File: src/tcmu_pkg.sv
// Constants and register map of the timer compare match unit
// Behaviour
// - Compare value against timer count every cycle
// - Match does toggle, set, clear, trigger, interrupt
// - Interrupt flag set with the match action
// - Zero control write clears compare latch only
// - Pin function routable by route select registers
// - Compare identical in every unit instance
// - Compare value held as low, high bytes
// - Enhanced output config only in enhanced units
// - Unimplemented bits read as zero
// - Codes 1010, 1011 leave the pin alone
// - Trigger at match, timer reset next tick
// - No overflow flag; value change cancels reset
`default_nettype none
package tcmu_pkg;
	localparam int ADDR_W = 3;
	localparam int DATA_W = 8;
	localparam int CNT_W  = 16;
	localparam logic [ADDR_W-1:0] OFS_CTRL    = 3'h0;
	localparam logic [ADDR_W-1:0] OFS_VAL_LO  = 3'h1;
	localparam logic [ADDR_W-1:0] OFS_VAL_HI  = 3'h2;
	localparam logic [ADDR_W-1:0] OFS_STATUS  = 3'h3;
	localparam logic [ADDR_W-1:0] OFS_MASK    = 3'h4;
	localparam logic [ADDR_W-1:0] OFS_ROUTE_A = 3'h5;
	localparam logic [ADDR_W-1:0] OFS_ROUTE_B = 3'h6;
	// Control field positions
	localparam int MODE_LSB = 0;
	localparam int MODE_W   = 4;
	localparam int DUTY_LSB = 4;
	localparam int ECFG_LSB = 6;
	// Control bits kept in a standard unit; enhanced keeps all
	localparam logic [7:0] CTRL_STD_MASK = 8'h3f;
	localparam logic [7:0] CTRL_ENH_MASK = 8'hff;
	localparam logic [7:0] CTRL_RST  = 8'h00;
	localparam logic [7:0] VAL_RST   = 8'h00;
	localparam logic [7:0] MASK_RST  = 8'h00;
	localparam logic [7:0] ROUTE_RST = 8'h00;
	// Status and mask bit positions
	localparam int ST_MATCH = 0;
	localparam int ST_SEV   = 1;
	localparam int ST_W     = 2;
	localparam logic [ST_W-1:0] ST_RST = 2'h0;
	// Operating mode codes
	localparam logic [3:0] MODE_OFF    = 4'h0;
	localparam logic [3:0] MODE_TOGGLE = 4'h2;
	localparam logic [3:0] MODE_SET    = 4'h8;
	localparam logic [3:0] MODE_CLEAR  = 4'h9;
	localparam logic [3:0] MODE_SWI    = 4'ha;
	localparam logic [3:0] MODE_SEV    = 4'hb;
endpackage
`default_nettype wire

File: src/tcmu_byte_reg.sv
// Software writable byte register with synchronous reset
`timescale 1ns/1ns
`default_nettype none
module tcmu_byte_reg #(
	parameter int         WIDTH = 8,
	parameter logic [7:0] RST   = 8'h00,
	parameter logic [7:0] KEEP  = 8'hff
) (
	input  wire logic             clk_in,
	input  wire logic             rst_in,
	input  wire logic             wr_in,
	input  wire logic [WIDTH-1:0] data_in,
	output logic      [WIDTH-1:0] q_out
);
	logic [WIDTH-1:0] val_q;
	logic [WIDTH-1:0] val_d;

	always_comb
	begin
		val_d = val_q;
		if (wr_in)
		begin
			// Bits not kept never store, so they read back as zero
			val_d = data_in & KEEP[WIDTH-1:0];
		end
	end

	always_ff @(posedge clk_in)
	begin
		if (rst_in)
			val_q <= RST[WIDTH-1:0];
		else
			val_q <= val_d;
	end

	assign q_out = val_q;
endmodule
`default_nettype wire

File: src/tcmu_unit.sv
// Compare match unit: registers, match detect, pin latch, trigger
`timescale 1ns/1ns
`default_nettype none
module tcmu_unit
	import tcmu_pkg::*;
#(
	parameter bit ENHANCED = 1'b1
) (
	input  wire logic                  clk_in,
	input  wire logic                  rst_in,
	input  wire logic [tcmu_pkg::ADDR_W-1:0] addr_in,
	input  wire logic [tcmu_pkg::DATA_W-1:0] wdata_in,
	input  wire logic                  wr_in,
	input  wire logic                  rd_in,
	output logic      [tcmu_pkg::DATA_W-1:0] rdata_out,
	input  wire logic [tcmu_pkg::CNT_W-1:0]  timer_count_in,
	input  wire logic                  timer_tick_in,
	input  wire logic                  adc_enable_in,
	output logic                       compare_out,
	output logic                       pin_drive_out,
	output logic                       special_event_out,
	output logic                       adc_start_out,
	output logic                       timer_reset_out,
	output logic                       match_flag_out,
	output logic                       irq_out,
	output logic      [7:0]            pin_route_a_out,
	output logic      [7:0]            pin_route_b_out
);
	import tcmu_pkg::*;

	localparam logic [7:0] CTRL_KEEP =
		ENHANCED ? CTRL_ENH_MASK : CTRL_STD_MASK;
	// Mask keeps only the bits that status implements
	localparam logic [7:0] MASK_KEEP = {{(8-ST_W){1'b0}}, {ST_W{1'b1}}};

	logic [7:0]      ctrl_q;
	logic [7:0]      val_lo_q;
	logic [7:0]      val_hi_q;
	logic [7:0]      mask_q;
	logic [3:0]      mode;
	logic            wr_ctrl;
	logic            wr_lo;
	logic            wr_hi;
	logic            wr_val;
	logic            equal;
	logic            cmp_mode;
	logic            match_ev;
	logic            sev_ev;
	logic            equal_q;
	logic            equal_d;
	logic            latch_q;
	logic            latch_d;
	logic            pend_q;
	logic            pend_d;
	logic            sev_q;
	logic            sev_d;
	logic            adc_q;
	logic            adc_d;
	logic            trst_q;
	logic            trst_d;
	logic [ST_W-1:0] st_q;
	logic [ST_W-1:0] st_d;
	logic [7:0]      rdata_q;
	logic [7:0]      rdata_d;

	assign wr_ctrl = wr_in && (addr_in == OFS_CTRL);
	assign wr_lo   = wr_in && (addr_in == OFS_VAL_LO);
	assign wr_hi   = wr_in && (addr_in == OFS_VAL_HI);
	assign wr_val  = wr_lo || wr_hi;

	// Standard units drop the enhanced config bits at the store
	tcmu_byte_reg #(.WIDTH(8), .RST(CTRL_RST), .KEEP(CTRL_KEEP))
	u_ctrl (
		.clk_in  (clk_in),
		.rst_in  (rst_in),
		.wr_in   (wr_ctrl),
		.data_in (wdata_in),
		.q_out   (ctrl_q)
	);

	tcmu_byte_reg #(.WIDTH(8), .RST(VAL_RST)) u_val_lo (
		.clk_in  (clk_in),
		.rst_in  (rst_in),
		.wr_in   (wr_lo),
		.data_in (wdata_in),
		.q_out   (val_lo_q)
	);

	tcmu_byte_reg #(.WIDTH(8), .RST(VAL_RST)) u_val_hi (
		.clk_in  (clk_in),
		.rst_in  (rst_in),
		.wr_in   (wr_hi),
		.data_in (wdata_in),
		.q_out   (val_hi_q)
	);

	tcmu_byte_reg #(.WIDTH(8), .RST(MASK_RST), .KEEP(MASK_KEEP))
	u_mask (
		.clk_in  (clk_in),
		.rst_in  (rst_in),
		.wr_in   (wr_in && (addr_in == OFS_MASK)),
		.data_in (wdata_in),
		.q_out   (mask_q)
	);

	tcmu_byte_reg #(.WIDTH(8), .RST(ROUTE_RST)) u_route_a (
		.clk_in  (clk_in),
		.rst_in  (rst_in),
		.wr_in   (wr_in && (addr_in == OFS_ROUTE_A)),
		.data_in (wdata_in),
		.q_out   (pin_route_a_out)
	);

	tcmu_byte_reg #(.WIDTH(8), .RST(ROUTE_RST)) u_route_b (
		.clk_in  (clk_in),
		.rst_in  (rst_in),
		.wr_in   (wr_in && (addr_in == OFS_ROUTE_B)),
		.data_in (wdata_in),
		.q_out   (pin_route_b_out)
	);

	assign mode = ctrl_q[MODE_LSB +: MODE_W];
	assign cmp_mode = (mode == MODE_TOGGLE) || (mode == MODE_SET) ||
		(mode == MODE_CLEAR) || (mode == MODE_SWI) ||
		(mode == MODE_SEV);
	assign equal = ({val_hi_q, val_lo_q} == timer_count_in);
	// Timer holds a count for many clocks; act once per new equality
	assign match_ev = cmp_mode && equal && !equal_q;
	assign sev_ev   = match_ev && (mode == MODE_SEV);

	always_comb
	begin
		equal_d = equal;
		latch_d = latch_q;
		if (wr_ctrl && (wdata_in == 8'h00))
			latch_d = 1'b0;
		else if (match_ev)
		begin
			case (mode)
				MODE_TOGGLE: latch_d = !latch_q;
				MODE_SET:    latch_d = 1'b1;
				MODE_CLEAR:  latch_d = 1'b0;
				default:     latch_d = latch_q;
			endcase
		end
	end

	always_comb
	begin
		sev_d  = sev_ev;
		adc_d  = sev_ev && adc_enable_in;
		// Any value write between trigger and tick drops the reset
		trst_d = pend_q && timer_tick_in && !wr_val;
		pend_d = pend_q;
		if (timer_tick_in || wr_val)
			pend_d = 1'b0;
		if (sev_ev)
			pend_d = 1'b1;
	end

	always_comb
	begin
		st_d = st_q;
		if (wr_in && (addr_in == OFS_STATUS))
			st_d = st_q & ~wdata_in[ST_W-1:0];
		// Hardware set wins over a clear in the same cycle
		st_d[ST_MATCH] = st_d[ST_MATCH] | match_ev;
		st_d[ST_SEV]   = st_d[ST_SEV] | sev_ev;
	end

	always_comb
	begin
		rdata_d = 8'h00;
		if (rd_in)
		begin
			case (addr_in)
				OFS_CTRL:    rdata_d = ctrl_q;
				OFS_VAL_LO:  rdata_d = val_lo_q;
				OFS_VAL_HI:  rdata_d = val_hi_q;
				OFS_STATUS:  rdata_d = {{(8-ST_W){1'b0}}, st_q};
				OFS_MASK:    rdata_d = mask_q;
				OFS_ROUTE_A: rdata_d = pin_route_a_out;
				OFS_ROUTE_B: rdata_d = pin_route_b_out;
				default:     rdata_d = 8'h00;
			endcase
		end
	end

	always_ff @(posedge clk_in)
	begin
		if (rst_in)
		begin
			equal_q <= 1'b0;
			latch_q <= 1'b0;
			pend_q  <= 1'b0;
			sev_q   <= 1'b0;
			adc_q   <= 1'b0;
			trst_q  <= 1'b0;
			st_q    <= ST_RST;
			rdata_q <= 8'h00;
		end
		else
		begin
			equal_q <= equal_d;
			latch_q <= latch_d;
			pend_q  <= pend_d;
			sev_q   <= sev_d;
			adc_q   <= adc_d;
			trst_q  <= trst_d;
			st_q    <= st_d;
			rdata_q <= rdata_d;
		end
	end

	assign compare_out       = latch_q;
	// Pin direction stays with software; this only claims the pin
	assign pin_drive_out     = (mode == MODE_TOGGLE) ||
		(mode == MODE_SET) || (mode == MODE_CLEAR);
	assign special_event_out = sev_q;
	assign adc_start_out     = adc_q;
	// Overflow flag of the timer is never touched from here
	assign timer_reset_out   = trst_q;
	assign match_flag_out    = st_q[ST_MATCH];
	assign irq_out           = |(st_q & mask_q[ST_W-1:0]);
	assign rdata_out         = rdata_q;
endmodule
`default_nettype wire

File: config.mk
export PLATFORM = sky130hd
export DESIGN_NAME = tcmu_unit
export DESIGN_NICKNAME = d
export VERILOG_FILES = /design/src/tcmu_pkg.sv /design/src/tcmu_byte_reg.sv /design/src/tcmu_unit.sv
export SDC_FILE = /design/constraint.sdc
export NUM_CORES = 1
export LEC_CHECK = 0
export BUFFER_PORTS_ARGS = -buffer_cell sky130_fd_sc_hd__buf_4
export CORE_ASPECT_RATIO = 1.5
export CORE_MARGIN = 4
export CORE_UTILIZATION = 33
export DETAILED_ROUTE_END_ITERATION = 12
export PLACE_DENSITY = 0.65
export SLEW_MARGIN = 20
export SYNTH_ARGS = -nofsm -noshare
export SYNTH_HDL_FRONTEND = slang
export SYNTH_SLANG_ARGS = --single-unit
File: constraint.sdc
create_clock -name clk_in -period 2.51 [get_ports clk_in]
set_input_delay 0.753 -clock clk_in [delete_from_list [all_inputs] [get_ports clk_in]]
set_output_delay 0.753 -clock clk_in [all_outputs]
set_load 0.1 [all_outputs]
; Word level (Yosys, flattened, before mapping)
; Cells that the tools add are included.
[classes]
div = 0
mul = 0
n_addsub = 0
bitwise = 6
shifts = 0
n_reduce_logical = 31
order_cmp = 0
eq_ne = 12
n_mux = 5
[ops]
columns = op, n
row1 = $pmux W8 S7, 1
row2 = $eq A16 B16 Y1, 1
row3 = $eq A4 B4 Y1 const B, 4
row4 = $logic_and A1 B1 Y1, 14
row5 = $eq A3 B3 Y1 const B, 3
row6 = $logic_not A8 Y1, 1
row7 = $eq A3 B2 Y1 const B, 2
row8 = $logic_or A1 B1 Y1, 6
row9 = $reduce_or A2 Y1, 3
row10 = $and A2 B2 Y2, 2
row11 = $eq A4 B2 Y1 const B, 1
row12 = $eq A3 B1 Y1 const B, 1
row13 = $logic_not A1 Y1, 3
row14 = $logic_not A3 Y1, 1
row15 = $pmux W1 S3, 1
row16 = $reduce_bool A3 Y1, 1
row17 = $mux W1, 2
row18 = $mux W2, 1
row19 = $not A2 Y2, 1
row20 = $or A1 B1 Y1, 2
row21 = $reduce_and A2 Y1, 1
row22 = $reduce_bool A2 Y1, 1
row23 = $not A1 Y1, 1
[word_totals]
ram_bits = 0
memories = 0
latchBits = 0
wordCells = 68
romBits = 0
ff_bits = 58
in_bits = 33
output_inout_bits = 31

; Depth between registers and ports, before layout
[logic_depth]
word_depth = 9
depth_mapped = 7

; By module
; Synthesis repeated with hierarchy kept, for this count alone.
[hier_totals]
cells_unflattened = 290
hier_area_um2 = 2780.2
[modules_own_cells]
columns = module, area_per_inst_um2, seq_area_each_um2, n_inst, cells_per_inst
row1 = tcmu_byte_reg (u_ctrl ...), 285.3, 160.2, 5, 26
row2 = tcmu_unit, 1237.4, 320.3, 1, 147
row3 = tcmu_byte_reg (u_mask), 116.4, 40.0, 1, 13

; Least setup slack after synthesis
; Ideal clock, no wire load.
[synth_path]
kind = register to output
start = reg u_ctrl.val_q[1], in the netlist u_ctrl.q_out[1]
end = out pin_drive_out
path_stages_with_launch = 4
slack_ps = -326
arrival_ps = 2083
t_required_ps = 1757
path_cell_list = dfxtp_1 > nor2b_1 > nand2b_1 > a21oi_1
[synth_via]
elab_chain_cells = 3
[synth_lines]
columns = item, line_no
row1 = "start, declared", tcmu_byte_reg.sv:15  ; logic [WIDTH-1:0] val_q;
row2 = "start signal, assigned", tcmu_byte_reg.sv:31  ; val_q <= RST[WIDTH-1:0];
row3 = "start signal, assigned", tcmu_byte_reg.sv:33  ; val_q <= val_d;
row4 = $eq A4 B2 Y1 or $eq A4 B4 Y1 (tied branches), "tcmu_unit.sv:217, tcmu_unit.sv:218"
row5 = $logic_or A1 B1 Y1, tcmu_unit.sv:217  ; assign pin_drive_out = (mode == MODE_TOGGLE) ||
row6 = $logic_or A1 B1 Y1 *, tcmu_unit.sv:218  ; (mode == MODE_SET) || (mode == MODE_CLEAR);
row7 = "end, declared", tcmu_unit.sv:20  ; output logic pin_drive_out,
; Mark *: on every way between the ends. The rest lies on a longest branch, timed or not.

; Worst setup path after layout
; Ends and elaborated chain as after synthesis.

==> qor.yml <==
status: "finished, final reports clean"
syn-instance-count: 326
path_cells: "nor2b_1 -> nand2b_1 -> a21oi_2 -> buf_4"
cp-end-kind: "output port"
grt.total_usage: 0.1753
maxSlewHeadroom: 0.6471
cts.sinks: 58
crit_buf_inv: 1
dp_slack_ns: 0.09875
cp_top_family: "flip-flops"
grt_pass1_vias: 2469
async_reset_ff_frac: 0
synth.area.top_cells: "dfxtp_1, nand2_1, a21oi_1"
max_clock_freq_ghz: 0.4565
die-height_um: 117.4
fin_crit_sh: 0.8727
min_period_ns: 2.190
final_nets: 420
critPathLaunchType: "flop"
io-pin-count: 64
die_area_um2: 9508
viasPerCell: 5.037
slew_viol_final: 0
yosys.area.top_type_share: 0.4406
p_leak_nw: 1.351
cts_buffer_depth: 2
nFillCells: 812
wl_per_cell_um: 16.02
vdd_ir_drop_max_mv: 0.4570
yosys_register_bits: 58
drtIter0Drc: 213
num_vias: 2483
grt.overflow.total: 0
postCtsSetupRepairBufs: 0
netlist-cell-type-count: 34
drc: 0
cpPeakStageDelay_ns: 0.37
path_class: "reg -> out"
seqCellArea_um2: 1161
io_buffer_count: 63
multiInputGateArea_um2: 1396
ys_warn_count: 0
gp_congestion: 0.8715
clock_skew_ns: 0.004313
dpl.hpwl_um: 5715
clkLatencyLatePin_ns: 0.32
power.density_nw_per_um2: 656.8
syn_area_um2: 2635
setup_viol: 0
cts_made_buffers: 9
critPathArrivalTime_ns: 1.44
cts_tree: "done"
clockRootBuffer: "clkbuf_16"
clkSlewWorstSetupHoldPaths_ns: 0.05
dr.pass1.iters: 4
cap_violations: 0
fp-row-count: 39
synth_seq_area_share: 0.4406
grt_max_degree: 51
initial_core_util: 0.3418
synthMostInstantiatedCell: "nand2_1"
yosys.area.top_type: "dfxtp_1"
synthFlopType: "dfxtp_1"
grt_pass1_wl_um: 12790
worstPathRequired_ns: 1.76
die_width_um: 80.96
worst_hold_path_type: "reg -> reg"
setup_tns_ns: 0
layout_setup_ws_ns: 0.3196
rsz0062_at_grt: "false"
drive_gt1_frac: 0.2455
avgSynthCellArea_um2: 8.083
ys_top_cells_by_count: "nand2_1, dfxtp_1, a21oi_1"
antenna_found_initial: 0
cp_max_fo: 5
ant_nets: 0
cts_hold_buffers: 0
cts_resized: 0
area_growth_pct: 31.34
wirelength_um: 7899
syn_nets: 359
synth_edf_count: 0
h-tree-depth: 3
diodes: 0
worst_pin_slew_ns: 0.5274
core_um2: 7710
crit_slowest_cell: "dfxtp_1"
finalHoldViolCount: 0
==> report_power, final <==
part	total (mW)	internal (mW)	switching (mW)
Sequential	0.955	0.940	0.0144
Combinational	0.264	0.0849	0.179
Clock	1.05	0.657	0.397
Total	2.27	1.68	0.591
==> final cells by class <==
| type | instances | area share |
|---|---|---|
| inverter | 1 | 0.001085 |
| sequential | 58 | 0.3355 |
| tap | 102 | 0.03688 |
| multi-input combinational | 248 | 0.4035 |
| clock buffer | 12 | 0.06833 |
| clock inverter | 3 | 0.005061 |
| timing repair buffer | 69 | 0.1497 |
==> final timing paths <==
check	slack, ns	start	end	cells past startpoint
worst min-delay path	0.46	u_ctrl.q_out[7]$_SDFFE_PP0P_	u_ctrl.q_out[7]$_SDFFE_PP0P_	2
worst min register to register	0.46	u_ctrl.q_out[7]$_SDFFE_PP0P_	u_ctrl.q_out[7]$_SDFFE_PP0P_	2
worst max-delay path	0.32	u_ctrl.q_out[1]$_SDFFE_PP0P_	pin_drive_out	4
worst max register to register	0.63	u_val_hi.q_out[3]$_SDFFE_PP0P_	compare_out$_SDFFE_PP0P_	5
==> placed cells by master, fill, tap and decap left out, types with 3 or more instances in the layout <==
cell | netlist | final
nand2_1 | 88 | 88
buf_4 | 0 | 69
dfxtp_1 | 58 | 58
a21oi_1 | 47 | 46
nor2_1 | 20 | 20
xor2_1 | 16 | 16
a211oi_1 | 11 | 11
mux2i_1 | 9 | 9
clkbuf_16 | 0 | 9
nand3_1 | 6 | 6
o21ai_0 | 6 | 6
a22oi_1 | 6 | 6
nand2b_1 | 5 | 5
nor2b_1 | 4 | 4
nand3b_1 | 4 | 4
mux2_2 | 4 | 4
nor4_2 | 3 | 3
clkbuf_1 | 11 | 3
==> registers in the layout, summed over array words and instances (netlist names), 2 cells and up <==
register         count
rdata_out            8
st_q                 2
u_ctrl.q_out         8
u_mask.q_out         2
u_route_a.q_out      8
u_route_b.q_out      8
u_val_hi.q_out       8
u_val_lo.q_out       8
==> layer usage <==
| metal | GRT usage | vias to the layer above | part of all wire |
|---|---|---|---|
| met5 | 0 | - | 0 |
| met4 | 0.08245 | 0 | 0.032 |
| met3 | 0.04064 | 15 | 0.052 |
| met2 | 0.2840 | 77 | 0.51 |
| met1 | 0.2146 | 1150 | 0.40 |
| li1 | - | 1241 | - |
==> cell families (layout without fill, tap and decap cells) <==
logic type / Yosys count / count (layout) / share of synthesized area
AO/OA/AOI/OAI: 76 / 76 / 0.1709
XOR/XNOR: 16 / 16 / 0.05318
buffers and inverters: 20 / 85 / 0.03134
flip-flops: 58 / 58 / 0.4406
multiplexers: 13 / 13 / 0.05128
AND/OR/NAND/NOR: 143 / 143 / 0.2526
==> through the flow <==
| step | hold WS [ns] | area, µm² | instances | util | power, mW |
|---|---|---|---|---|---|
| 2_1_floorplan | 0.4357 | 2640 | 326 | - | 1.140 |
| 3_3_place_gp | 0.4413 | 3207 | 478 | 0.4159 | 1.235 |
| 3_5_place_dp | 0.4487 | 3207 | 478 | 0.4159 | 1.236 |
| 4_1_cts | 0.4558 | 3461 | 493 | 0.4489 | 2.290 |
| 5_1_grt | 0.4712 | 3461 | 493 | 0.4489 | 2.358 |
| 6_report | 0.4557 | 3461 | 493 | 0.4489 | 2.273 |
==> worst register-to-register path: cells and delay by family (launching register included) <==
| family | cells | cell delay (ns) |
|---|---|---|
| and+or+nand+nor | 2 | 0.69 |
| AOI/OAI and AO/OA | 1 | 0.42 |
| DFF | 1 | 0.33 |
| muxes | 1 | 0.21 |
| xor gates and xnor gates | 1 | 0.17 |
Power figures use the tool's default switching activity.
